File: config.mk
export PLATFORM = sky130hd
export DESIGN_NAME = fs2_status_regs
export DESIGN_NICKNAME = d
export VERILOG_FILES = /design/src/fs2_pkg.sv /design/src/fs2_status_regs.sv /design/src/fs2_crc_check.sv /design/src/fs2_sticky_bit.sv
export SDC_FILE = /design/constraint.sdc
export NUM_CORES = 1
export LEC_CHECK = 0
export ABC_AREA = 1
export BUFFER_PORTS_ARGS = -buffer_cell sky130_fd_sc_hd__buf_4
export CORE_MARGIN = 1.5
export CORE_UTILIZATION = 28
export DETAILED_ROUTE_END_ITERATION = 8
export PLACE_DENSITY_LB_ADDON = 0.12
export SLEW_MARGIN = 20
export SYNTH_ARGS = -nofsm -noshare
export SYNTH_HDL_FRONTEND = slang
export SYNTH_SLANG_ARGS = --single-unit
File: constraint.sdc
create_clock -name aclk -period 4.8 [get_ports aclk]
set_clock_uncertainty 0.15 [all_clocks]
set_input_delay 0.96 -clock aclk [delete_from_list [all_inputs] [get_ports aclk]]
set_output_delay 0.96 -clock aclk [all_outputs]
set_load 0.02 [all_outputs]
File: src/fs2_pkg.sv
// Constants, field layout and carrier types for the second volatile status register.
// Assumes one 25 MHz clock, synchronous active-low reset, AXI4-Lite register access.
//
// Notes on behaviour
// - CRC request with end below start plus 3 sets abort flag, skips calculation.
// - Next CRC request with end at least start plus 3 clears abort flag.
// - Abort flag reads 0 when not aborted, 1 when aborted.
// - Sector result flag reads 1 when last evaluated sector erased successfully.
// - Erase-suspended flag is 1 while an erase is suspended, else 0.
// - Program-suspended flag is 1 while a program is suspended, else 0.
// - Upper four register bits are reserved and read as zero.
package fs2_pkg;

  // ==========================================================
  // Register map
  localparam int AXI_AW = 8;
  localparam logic [7:0] STATUS_OFS = 8'h00;
  localparam logic [7:0] IRQ_STAT_OFS = 8'h04;
  localparam logic [7:0] IRQ_MASK_OFS = 8'h08;

  // ==========================================================
  // Field layout of the status register
  localparam int STATUS_W = 8;
  localparam int FLAG_N = 4;
  localparam int PROG_SUSP_BIT = 0;
  localparam int ERASE_SUSP_BIT = 1;
  localparam int SECT_RES_BIT = 2;
  localparam int CRC_ABORT_BIT = 3;

  // ==========================================================
  // Reset values and misc
  localparam logic [FLAG_N-1:0] FLAGS_RST = 4'h0;
  localparam logic [FLAG_N-1:0] MASK_RST = 4'h0;
  localparam logic [32:0] CRC_MIN_SPAN = 33'h000000003;
  localparam logic [1:0] RESP_OKAY = 2'h0;
  localparam logic [1:0] RESP_SLVERR = 2'h2;

  // ==========================================================
  // Events from the flash core, all on aclk
  typedef struct packed {
    logic crc_req;
    logic [31:0] crc_start_address;
    logic [31:0] crc_end_address;
    logic eval_cmd;
    logic eval_erased_ok;
    logic erase_susp_set;
    logic erase_susp_clr;
    logic prog_susp_set;
    logic prog_susp_clr;
  } fs2_core_evt_t;

  // Answer to the CRC engine
  typedef struct packed {
    logic go;
    logic abort;
  } fs2_crc_ans_t;

endpackage

File: src/fs2_status_regs.sv
// Second volatile status register with interrupt status and mask, AXI4-Lite slave.
// Assumes core events arrive on aclk as one-cycle pulses; one access of each kind at a time.
//
// Design decisions made here: the register addresses and register access over AXI4-Lite.
module fs2_status_regs (
  // Clock and reset
  input wire logic aclk,
  input wire logic aresetn,
  // Flash core events
  input fs2_pkg::fs2_core_evt_t core_evt,
  output fs2_pkg::fs2_crc_ans_t crc_ans,
  // AXI4-Lite write address
  input wire logic [fs2_pkg::AXI_AW-1:0] s_axi_awaddr,
  input wire logic [2:0] s_axi_awprot,
  input wire logic s_axi_awvalid,
  output logic s_axi_awready,
  // AXI4-Lite write data
  input wire logic [31:0] s_axi_wdata,
  input wire logic [3:0] s_axi_wstrb,
  input wire logic s_axi_wvalid,
  output logic s_axi_wready,
  // AXI4-Lite write response
  output logic [1:0] s_axi_bresp,
  output logic s_axi_bvalid,
  input wire logic s_axi_bready,
  // AXI4-Lite read address
  input wire logic [fs2_pkg::AXI_AW-1:0] s_axi_araddr,
  input wire logic [2:0] s_axi_arprot,
  input wire logic s_axi_arvalid,
  output logic s_axi_arready,
  // AXI4-Lite read data
  output logic [31:0] s_axi_rdata,
  output logic [1:0] s_axi_rresp,
  output logic s_axi_rvalid,
  input wire logic s_axi_rready,
  // Interrupt
  output logic irq
);

  // ==========================================================
  // Declarations
  logic [fs2_pkg::FLAG_N-1:0] flags_q, flags_d;
  logic [fs2_pkg::FLAG_N-1:0] mask_q, mask_d;
  logic [fs2_pkg::FLAG_N-1:0] irq_stat;
  logic [fs2_pkg::FLAG_N-1:0] irq_evt;
  logic [fs2_pkg::STATUS_W-1:0] status_view;
  logic aw_got_q, aw_got_d;
  logic w_got_q, w_got_d;
  logic [fs2_pkg::AXI_AW-1:0] awaddr_q, awaddr_d;
  logic [31:0] wdata_q, wdata_d;
  logic [3:0] wstrb_q, wstrb_d;
  logic bvalid_q, bvalid_d;
  logic [1:0] bresp_q, bresp_d;
  logic rvalid_q, rvalid_d;
  logic [1:0] rresp_q, rresp_d;
  logic [31:0] rdata_q, rdata_d;
  logic rd_status_q, rd_status_d;
  logic aw_hs, w_hs, ar_hs, wr_fire, irq_rd_clr;

  // ==========================================================
  // Range check of CRC requests
  fs2_crc_check u_crc_check (
    .aclk(aclk),
    .aresetn(aresetn),
    .req(core_evt.crc_req),
    .start_addr(core_evt.crc_start_address),
    .end_addr(core_evt.crc_end_address),
    .ans_q(crc_ans)
  );

  // ==========================================================
  // Status flags, driven only by the core
  always_comb begin
    flags_d = flags_q;
    if (crc_ans.abort) begin
      flags_d[fs2_pkg::CRC_ABORT_BIT] = 1'b1;
    end else if (crc_ans.go) begin
      flags_d[fs2_pkg::CRC_ABORT_BIT] = 1'b0;
    end
    if (core_evt.eval_cmd) begin
      flags_d[fs2_pkg::SECT_RES_BIT] = core_evt.eval_erased_ok;
    end
    // Entry wins over exit if the core reports both at once
    if (core_evt.erase_susp_set) begin
      flags_d[fs2_pkg::ERASE_SUSP_BIT] = 1'b1;
    end else if (core_evt.erase_susp_clr) begin
      flags_d[fs2_pkg::ERASE_SUSP_BIT] = 1'b0;
    end
    if (core_evt.prog_susp_set) begin
      flags_d[fs2_pkg::PROG_SUSP_BIT] = 1'b1;
    end else if (core_evt.prog_susp_clr) begin
      flags_d[fs2_pkg::PROG_SUSP_BIT] = 1'b0;
    end
  end

  always_ff @(posedge aclk) begin
    if (!aresetn) begin
      flags_q <= fs2_pkg::FLAGS_RST;
    end else begin
      flags_q <= flags_d;
    end
  end

  // Reserved bits are tied low
  assign status_view = {3'h0, 1'b0, flags_q};

  // ==========================================================
  // Interrupt status, read to clear
  always_comb begin
    irq_evt = '0;
    irq_evt[fs2_pkg::CRC_ABORT_BIT] = crc_ans.abort;
    irq_evt[fs2_pkg::SECT_RES_BIT] = core_evt.eval_cmd;
    irq_evt[fs2_pkg::ERASE_SUSP_BIT] = core_evt.erase_susp_set;
    irq_evt[fs2_pkg::PROG_SUSP_BIT] = core_evt.prog_susp_set;
  end

  for (genvar i = 0; i < fs2_pkg::FLAG_N; i++) begin : g_irq
    fs2_sticky_bit u_bit (
      .aclk(aclk),
      .aresetn(aresetn),
      .set(irq_evt[i]),
      .clr(irq_rd_clr),
      .q(irq_stat[i])
    );
  end

  assign irq = |(irq_stat & mask_q);

  // ==========================================================
  // Write channel: address and data taken in either order
  assign s_axi_awready = !aw_got_q && !bvalid_q;
  assign s_axi_wready = !w_got_q && !bvalid_q;
  assign aw_hs = s_axi_awvalid && s_axi_awready;
  assign w_hs = s_axi_wvalid && s_axi_wready;
  assign wr_fire = (aw_got_q || aw_hs) && (w_got_q || w_hs);

  always_comb begin
    logic [fs2_pkg::AXI_AW-1:0] wa;
    logic [31:0] wd;
    logic [3:0] ws;
    wa = aw_hs ? s_axi_awaddr : awaddr_q;
    wd = w_hs ? s_axi_wdata : wdata_q;
    ws = w_hs ? s_axi_wstrb : wstrb_q;
    aw_got_d = aw_got_q;
    w_got_d = w_got_q;
    awaddr_d = wa;
    wdata_d = wd;
    wstrb_d = ws;
    bvalid_d = bvalid_q;
    bresp_d = bresp_q;
    mask_d = mask_q;
    if (bvalid_q && s_axi_bready) begin
      bvalid_d = 1'b0;
    end
    if (aw_hs) begin
      aw_got_d = 1'b1;
    end
    if (w_hs) begin
      w_got_d = 1'b1;
    end
    if (wr_fire) begin
      aw_got_d = 1'b0;
      w_got_d = 1'b0;
      bvalid_d = 1'b1;
      bresp_d = fs2_pkg::RESP_OKAY;
      case ({wa[fs2_pkg::AXI_AW-1:2], 2'h0})
        fs2_pkg::STATUS_OFS: begin
          // Status is core-owned: the write is answered and dropped
          bresp_d = fs2_pkg::RESP_OKAY;
        end
        fs2_pkg::IRQ_STAT_OFS: begin
          bresp_d = fs2_pkg::RESP_OKAY;
        end
        fs2_pkg::IRQ_MASK_OFS: begin
          if (ws[0]) begin
            mask_d = wd[fs2_pkg::FLAG_N-1:0];
          end
        end
        default: begin
          bresp_d = fs2_pkg::RESP_SLVERR;
        end
      endcase
    end
  end

  always_ff @(posedge aclk) begin
    if (!aresetn) begin
      aw_got_q <= 1'b0;
      w_got_q <= 1'b0;
      awaddr_q <= '0;
      wdata_q <= '0;
      wstrb_q <= '0;
      bvalid_q <= 1'b0;
      bresp_q <= fs2_pkg::RESP_OKAY;
      mask_q <= fs2_pkg::MASK_RST;
    end else begin
      aw_got_q <= aw_got_d;
      w_got_q <= w_got_d;
      awaddr_q <= awaddr_d;
      wdata_q <= wdata_d;
      wstrb_q <= wstrb_d;
      bvalid_q <= bvalid_d;
      bresp_q <= bresp_d;
      mask_q <= mask_d;
    end
  end

  assign s_axi_bvalid = bvalid_q;
  assign s_axi_bresp = bresp_q;

  // ==========================================================
  // Read channel: data registered one cycle after the address
  assign s_axi_arready = !rvalid_q;
  assign ar_hs = s_axi_arvalid && s_axi_arready;

  always_comb begin
    rvalid_d = rvalid_q;
    rresp_d = rresp_q;
    rdata_d = rdata_q;
    rd_status_d = rd_status_q;
    irq_rd_clr = 1'b0;
    if (rvalid_q && s_axi_rready) begin
      rvalid_d = 1'b0;
    end
    if (ar_hs) begin
      rvalid_d = 1'b1;
      rresp_d = fs2_pkg::RESP_OKAY;
      rdata_d = 32'h00000000;
      rd_status_d = 1'b0;
      case ({s_axi_araddr[fs2_pkg::AXI_AW-1:2], 2'h0})
        fs2_pkg::STATUS_OFS: begin
          rdata_d[fs2_pkg::STATUS_W-1:0] = status_view;
          rd_status_d = 1'b1;
        end
        fs2_pkg::IRQ_STAT_OFS: begin
          rdata_d[fs2_pkg::FLAG_N-1:0] = irq_stat;
          irq_rd_clr = 1'b1;
        end
        fs2_pkg::IRQ_MASK_OFS: begin
          rdata_d[fs2_pkg::FLAG_N-1:0] = mask_q;
        end
        default: begin
          rresp_d = fs2_pkg::RESP_SLVERR;
        end
      endcase
    end
  end

  always_ff @(posedge aclk) begin
    if (!aresetn) begin
      rvalid_q <= 1'b0;
      rresp_q <= fs2_pkg::RESP_OKAY;
      rdata_q <= 32'h00000000;
      rd_status_q <= 1'b0;
    end else begin
      rvalid_q <= rvalid_d;
      rresp_q <= rresp_d;
      rdata_q <= rdata_d;
      rd_status_q <= rd_status_d;
    end
  end

  assign s_axi_rvalid = rvalid_q;
  assign s_axi_rresp = rresp_q;
  assign s_axi_rdata = rdata_q;

  // ==========================================================
  // Assertions
  logic req_short, req_long, no_evt;
  assign req_short = core_evt.crc_req && ({1'b0, core_evt.crc_end_address} <
    ({1'b0, core_evt.crc_start_address} + fs2_pkg::CRC_MIN_SPAN));
  assign req_long = core_evt.crc_req && !req_short;
  assign no_evt = !core_evt.crc_req && !crc_ans.go && !crc_ans.abort && !core_evt.eval_cmd
    && !core_evt.erase_susp_set && !core_evt.erase_susp_clr
    && !core_evt.prog_susp_set && !core_evt.prog_susp_clr;

  property p_crc_abort_sets;
    @(posedge aclk) disable iff (!aresetn)
    req_short |=> (crc_ans.abort && !crc_ans.go) ##1 flags_q[fs2_pkg::CRC_ABORT_BIT];
  endproperty
  a_crc_abort_sets: assert property (p_crc_abort_sets)
    else $error("short CRC range did not abort");

  property p_crc_clears;
    @(posedge aclk) disable iff (!aresetn)
    req_long |=> crc_ans.go ##1 !flags_q[fs2_pkg::CRC_ABORT_BIT];
  endproperty
  a_crc_clears: assert property (p_crc_clears)
    else $error("valid CRC range did not clear abort flag");

  property p_crc_read;
    @(posedge aclk) disable iff (!aresetn)
    ar_hs && rd_status_d |=> s_axi_rdata[3] == $past(flags_q[fs2_pkg::CRC_ABORT_BIT]);
  endproperty
  a_crc_read: assert property (p_crc_read)
    else $error("abort flag read value wrong");

  property p_eval_result;
    @(posedge aclk) disable iff (!aresetn)
    core_evt.eval_cmd |=> flags_q[fs2_pkg::SECT_RES_BIT] == $past(core_evt.eval_erased_ok);
  endproperty
  a_eval_result: assert property (p_eval_result)
    else $error("sector result not taken from evaluation");

  property p_erase_susp;
    @(posedge aclk) disable iff (!aresetn)
    core_evt.erase_susp_clr && !core_evt.erase_susp_set |=> !flags_q[fs2_pkg::ERASE_SUSP_BIT];
  endproperty
  a_erase_susp: assert property (p_erase_susp)
    else $error("erase suspend flag stuck after resume");

  property p_prog_susp;
    @(posedge aclk) disable iff (!aresetn)
    core_evt.prog_susp_set |=> flags_q[fs2_pkg::PROG_SUSP_BIT];
  endproperty
  a_prog_susp: assert property (p_prog_susp)
    else $error("program suspend flag not set");

  property p_reserved_zero;
    @(posedge aclk) disable iff (!aresetn)
    rvalid_q && rd_status_q |-> s_axi_rdata[31:4] == 28'h0000000;
  endproperty
  a_reserved_zero: assert property (p_reserved_zero)
    else $error("reserved status bits not zero");

  property p_ro_stable;
    @(posedge aclk) disable iff (!aresetn)
    no_evt |=> $stable(flags_q);
  endproperty
  a_ro_stable: assert property (p_ro_stable)
    else $error("status changed without a core event");

  property p_irq_follows;
    @(posedge aclk) disable iff (!aresetn)
    crc_ans.abort && mask_q[fs2_pkg::CRC_ABORT_BIT] && !(mask_d != mask_q) |=> irq;
  endproperty
  a_irq_follows: assert property (p_irq_follows)
    else $error("unmasked abort did not raise interrupt");

endmodule

File: src/fs2_crc_check.sv
// Range check of a CRC request: decides between running and aborting.
// Assumes request and addresses from logic on the same clock.
module fs2_crc_check (
  // Clock and reset
  input wire logic aclk,
  input wire logic aresetn,
  // Request
  input wire logic req,
  input wire logic [31:0] start_addr,
  input wire logic [31:0] end_addr,
  // Decision, one cycle after the request
  output fs2_pkg::fs2_crc_ans_t ans_q
);

  // ==========================================================
  // Compare at 33 bits so start near the top does not wrap
  fs2_pkg::fs2_crc_ans_t ans_d;
  logic short_range;

  always_comb begin
    short_range = {1'b0, end_addr} < ({1'b0, start_addr} + fs2_pkg::CRC_MIN_SPAN);
    ans_d.go = req && !short_range;
    ans_d.abort = req && short_range;
  end

  always_ff @(posedge aclk) begin
    if (!aresetn) begin
      ans_q <= '0;
    end else begin
      ans_q <= ans_d;
    end
  end

endmodule

File: src/fs2_sticky_bit.sv
// One sticky interrupt bit: set by an event, cleared by a read.
// Assumes set and clear are one-cycle pulses on the same clock.
module fs2_sticky_bit (
  // Clock and reset
  input wire logic aclk,
  input wire logic aresetn,
  // Control
  input wire logic set,
  input wire logic clr,
  // State
  output logic q
);

  logic d;

  // Set wins so an event landing on the clearing read is kept
  always_comb begin
    d = set | (q & ~clr);
  end

  always_ff @(posedge aclk) begin
    if (!aresetn) begin
      q <= 1'b0;
    end else begin
      q <= d;
    end
  end

endmodule

## Word-level counts from Yosys, hierarchy flattened

Index checks and enable logic that the tools add are counted.

| storage, ports and cells | value |
|---|---|
| bits in registers | 39 |
| bits of input ports | 136 |
| output and inout port bits | 44 |
| word-level logic and storage cells | 86 |

| operators by class | value |
|---|---|
| add/sub/neg operators | 1 |
| magnitude comparators | 1 |
| equal/unequal tests | 4 |
| mux-type cells | 18 |
| bitwise logic cells | 11 |
| reduce and logical (&&, ||, !) cells | 29 |

Operators with widths:

| kind | number |
|---|---|
| adder 32 x 2 -> 33 bit, second input constant | 1 |
| less-than comparator 32 x 33 -> 1 bit | 1 |
| two-way mux 1 bit | 13 |
| equality test 6 x 1 -> 1 bit, second input constant | 2 |
| equality test 6 x 2 -> 1 bit, second input constant | 2 |
| zero test 6 bit | 2 |
| one-hot mux 4 bit (3 select lines) | 1 |
| logical AND 1 bit | 10 |
| nonzero test 2 bit | 5 |
| two-way mux 8 bit | 1 |
| OR reduction 3 bit | 2 |
| zero test 1 bit | 5 |
| bitwise AND 1 bit | 4 |
| bitwise AND 4 bit | 1 |
| two-way mux 2 bit | 2 |
| two-way mux 4 bit | 1 |
| bitwise OR 1 bit | 4 |
| OR reduction 4 bit | 1 |
| AND reduction 3 bit | 1 |
| logical OR 1 bit | 2 |
| NOT 1 bit | 2 |
| OR reduction 2 bit | 1 |

## Depth between registers and ports, before layout

| logic depth | value |
|---|---|
| depth after elaboration | 7 |
| mapped depth | 20 |
| depth with buffers taken out | 20 |

## By module

From an unflattened synthesis, not the netlist that was laid out.

| unflattened totals | value |
|---|---|
| cell total of the unflattened synthesis | 537 |
| area, all modules | 3472.1 um^2 |

Modules (own cells, without submodules):

| module | instances | cells an instance | area each (um^2) | seq. area each (um^2) |
|---|---|---|---|---|
| fs2_status_regs | 1 | 250 | 1699.1 | 580.6 |
| fs2_crc_check | 1 | 263 | 1597.8 | 40.0 |
| fs2_sticky_bit | 4 | 6 | 43.8 | 20.0 |

## Least setup slack after synthesis

OpenSTA, ideal clock, no wires.

| timing | value |
|---|---|
| path kind | input to register |
| start point | input port core_evt[38] in the netlist's numbering |
| end point | register u_crc_check.ans_q[0] in the netlist's numbering |
| library setup time | 0.112 ns |
| arrival time | 2.819 ns |
| required time | 4.538 ns |
| path slack | 1.719 ns |
| stages | 17 |
| buffers on the path | 0 |
| cell sequence | inv_1 > ha_1 > nor2_2 > nand3_2 > nor2_2 > nand2_2 > nor2_4 > nand2_1 > xor2_1 > ha_1 > nand3_1 > nor2_1 > nand3_1 > nor2_1 > nand2_1 > nand2_1 > nor2_1 |

| between the ends | value |
|---|---|
| word-level cells in the longest chain between the ends | 3 |

Ends and longest elaborated chain:

| what | RTL line | RTL |
|---|---|---|
| start: declaration | fs2_status_regs.sv:10 | `input fs2_pkg::fs2_core_evt_t core_evt,` |
| adder 32 x 2 -> 33 bit | n/a |  |
| less-than comparator 32 x 33 -> 1 bit | fs2_crc_check.sv:21 | `short_range = {1'b0, end_addr} < ({1'b0, start_addr} + fs2_pkg::CRC_MIN_SPAN);` |
| logical AND 1 bit | fs2_crc_check.sv:23 | `ans_d.abort = req && short_range;` |
| end signal: assignment | fs2_crc_check.sv:30 | `ans_q <= ans_d;` |
| end: declaration | fs2_crc_check.sv:12 | `output fs2_pkg::fs2_crc_ans_t ans_q` |

No other way between the ends.
A chain may end at the register's enable or synchronous reset.

## Final worst setup path

Ends and elaborated chain as after synthesis.

==> PnR_summary.wiki <==
{| class="wikitable"
! Metric !! Value
|-
| Result of the run || complete, no violations
|-
| Largest stage delay, worst path || 0.29 ns
|-
| Number of synthesized register bits || 35
|-
| Accumulated negative setup slack || 0 ns
|-
| Synth warnings || 0
|-
| Number of setup violations in the final report || 0
|-
| Quantity of gates resized following cts || 0
|-
| Fmax || 312.4 MHz
|-
| # Max-Cap Violations || 0
|-
| Class of the worst hold path || register to register
|-
| Final hold violation count || 0
|-
| Combinational fraction of design power || 0.346
|-
| Share of synthesized area occupied by flip-flops and latches || 0.2148
|-
| Fin worst setup slack || roughly 1.6 ns
|-
| Worst setup slack for register-to-register paths || 3.09 ns
|-
| Sum of buffers and inverters on the critical path || 2
|-
| Net load switching power || around 320 uW
|-
| Kind of end point of the critical path || register
|-
| Initial Util || 0.2869
|-
| Worst voltage drop across the vdd grid || around 0.16 mV
|-
| Total congestion overflow after global routing || 0
|-
| H-Tree Level Count || 2
|-
| Largest fanout on the critical path || 4
|-
| Period utilization || 0.6669
|-
| Layout cell share with drive strength beyond 1 || 0.2332
|-
| Netlist area before placement || about 3300 um^2
|-
| Via total after detailed routing || 3279
|-
| Global placement routability congestion || approximately 0.86
|-
| Power, Total || 982.9 uW
|-
| Slowest cell on the critical path || sky130_fd_sc_hd__ha_1
|-
| DRC violation total after the first TritonRoute iteration || 118
|-
| Power per cell area || roughly 230 nW/um^2
|-
| Critical path class || primary input to register
|-
| Total I/O pin count || 180
|-
| Headroom to the max-slew limit || 0.4558
|-
| Critical path data required time || around 4.8 ns
|-
| Area growth from synthesis to layout || 30.26%
|-
| Site row count || 39
|-
| Worst path arrival time || around 3.2 ns
|-
| CTS root buffer || sky130_fd_sc_hd__clkbuf_16
|-
| Nets || 777
|-
| Vias per inst || roughly 4.4
|-
| Number of hold buffers added after cts || 0
|-
| Pin count of the biggest net entering global routing || 25
|-
| Family with the most delay on the worst path || simple AND/OR/NAND/NOR gates
|-
| Port-buffer cells || around 110
|-
| Antenna violations before repair || 0
|-
| Relative contribution of the clock network to total power || 0.318
|-
| Average cell area after synthesis || around 6.5 um^2
|-
| Residual DRC || 0
|-
| Wire length of the first global-routing pass || 14.52 mm
|-
| Detailed Place HPWL || between 7 and 8 mm
|-
| Latest clock arrival within the worst-skew pair || roughly 0.27 ns
|-
| Sequential group share of total power || 0.336
|-
| Die width || 110.9 um
|-
| Worst slack, placed || around 1.3 ns
|-
| Overall global routing resource usage || 0.1432
|-
| Post-synthesis cell type count || 36
|-
| Antenna cells || 0
|-
| Core region area || about 11000 um^2
|-
| Synthesized instance count || 500
|-
| Clk pin slew, worst setup/hold paths || approximately 0.050 ns
|-
| Ordered cell list for the critical path || buf_4 > inv_1 > ha_1 > nor2_2 > nand3_2 > nor2_2 > nand2_2 > nor2_4 > nand2_1 > xor2_1 > ha_1 > nand3_1 > nor2_1 > nand3_1 > nor2_1 > nand2_1 > nand2_1 > nor2_1
|-
| Number of setup buffers added after CTS || 0
|-
| Static power due to leakage || 0.002105 uW
|-
| Number of pins exceeding their max-slew limit in the final report || 0
|-
| Switching share of power || 0.3280
|-
| Via count of the first global-routing pass || 3252
|-
| Chip Height || roughly 110 um
|-
| TritonCTS clock tree || built
|-
| Dpl cell area || 4105 um^2
|-
| RSZ-0062 raised after global routing || false
|-
| Drt pass-1 iters || 4
|-
| Layout filler cell count || roughly 1300
|-
| Remaining antenna violation count || 0
|-
| Final worst path period need || between 3 and 4 ns
|-
| TritonCTS Buffers || 5
|-
| Pin slew with the least headroom to its limit || roughly 0.82 ns
|-
| Final Cell Area || between 4000 and 5000 um^2
|-
| Number of buffers on the longest clock path || 2
|-
| Full die area || 12310 um^2
|-
| Critical Path Source Type || primary input
|-
| Average wire length per cell after detail routing || about 11 um
|-
| Total routed wirelength || about 8.6 mm
|-
| Internal power component || about 660 uW
|-
| Total number of clock tree sinks || 35
|}
worst register-to-register path, cell delays in order (launching register included):
cell                       delay, ns
sky130_fd_sc_hd__dfxtp_1        0.43
sky130_fd_sc_hd__nor2_4         0.07
sky130_fd_sc_hd__nand2_4        0.15
sky130_fd_sc_hd__clkinv_1       0.14
sky130_fd_sc_hd__nand2_1        0.10
sky130_fd_sc_hd__nand2_1        0.08
sky130_fd_sc_hd__inv_1          0.08
sky130_fd_sc_hd__nand2_1        0.06
sky130_fd_sc_hd__nor2_2         0.15
sky130_fd_sc_hd__nand3_1        0.09
sky130_fd_sc_hd__nand2_1        0.07
sky130_fd_sc_hd__nor2_1         0.04
final timing paths:
path | endpoint | depth (start not counted) | start
setup / recovery | u_crc_check.ans_q[0] | 18 | core_evt[38]
hold / removal | flags_q[1] | 2 | flags_q[1]
setup reg to reg | mask_q[3] | 11 | s_axi_bvalid
hold reg to reg | flags_q[1] | 2 | flags_q[1]
Yosys cell counts (all sizes together):
library cell  count  area share
nand4             8       0.015
xnor2            10       0.027
mux2i             4       0.012
nand2           143        0.17
xor2             18       0.048
nor2             75       0.099
o211ai            4      0.0092
conb              1      0.0011
nor4              2      0.0038
inv              56       0.064
nor3             10       0.017
a21o              2      0.0046
clkbuf            2      0.0023
nand3b            2      0.0046
a21oi            27       0.041
ha               32        0.12
o21bai            1      0.0023
o21a              1      0.0023
o2111a            1      0.0035
buf              33       0.076
o21ai            10       0.018
o31ai             1      0.0023
dfxtp            35        0.21
nand3            21       0.034
clkinv            1      0.0011
layout by cell type, fill, tap and decap left out, types with 18 or more instances in the layout:
cell,instances
sky130_fd_sc_hd__buf_4,108
sky130_fd_sc_hd__nand2_1,134
sky130_fd_sc_hd__ha_1,32
sky130_fd_sc_hd__nor2_1,64
sky130_fd_sc_hd__conb_1,30
sky130_fd_sc_hd__xor2_1,18
sky130_fd_sc_hd__nand3_1,20
sky130_fd_sc_hd__dfxtp_1,35
sky130_fd_sc_hd__a21oi_1,27
sky130_fd_sc_hd__inv_1,53
registers in the layout, summed over array words and instances (netlist names):
register and cells:
aw_got_q 1, mask_q 4, u_crc_check.ans_q 2, s_axi_rresp 1, s_axi_bresp 1, w_got_q 1
s_axi_rdata 4, awaddr_q 6, wstrb_q 1, flags_q 4, g_irq.u_bit.q 4, s_axi_bvalid 1
s_axi_rvalid 1, wdata_q 4
metal layers:
layer	GRT usage	wire length [um]	vias to the layer above
li1	-	-	1750
met1	0.1827	4079	1435
met2	0.2473	3987	86
met3	0.02515	426	8
met4	0.04017	121	0
met5	0	0	-
stage by stage:
step	hold WS, ns	std cells	utilization
4_1_cts	0.3183	752	0.3737
2_1_floorplan	0.2889	529	-
6_report	0.3115	752	0.3737
3_3_place_gp	0.3057	745	0.3611
5_1_grt	0.3516	752	0.3737
3_5_place_dp	0.3043	745	0.3611
power by group through the flow:
stage	Clock, uW	Sequential (uW)	Combinational [uW]
2_1_floorplan	0	341	228
3_3_place_gp	0	336	338
3_5_place_dp	0	337	342
4_1_cts	322	330	344
5_1_grt	333	334	387
6_report	313	330	340
layout make-up:
type	instances	area [um^2]	share of cell area
Multi-Input combinational cell	402	2201	0.5180
Timing Repair Buffer	108	810.8	0.1908
Sequential cell	35	700.7	0.1649
Inverter	57	214.0	0.05035
Tap cell	143	178.9	0.04211
Clock buffer	6	138.9	0.03269
Clock inverter	1	5.005	0.001178
kinds of logic (layout without fill, tap and decap cells):
| family | count (synthesis) | count (layout) | synth area share |
|---|---|---|---|
| compound gates | 47 | 47 | 0.08324 |
| fa+ha+maj | 32 | 32 | 0.1227 |
| simple gates | 261 | 261 | 0.3468 |
| mux | 4 | 4 | 0.01228 |
| buf+inv | 92 | 172 | 0.1438 |
| xor+xnor | 28 | 28 | 0.07518 |
| other cells | 1 | 30 | 0.001150 |
| flops | 35 | 35 | 0.2148 |
No activity file was read; power rests on OpenSTA's default activity.
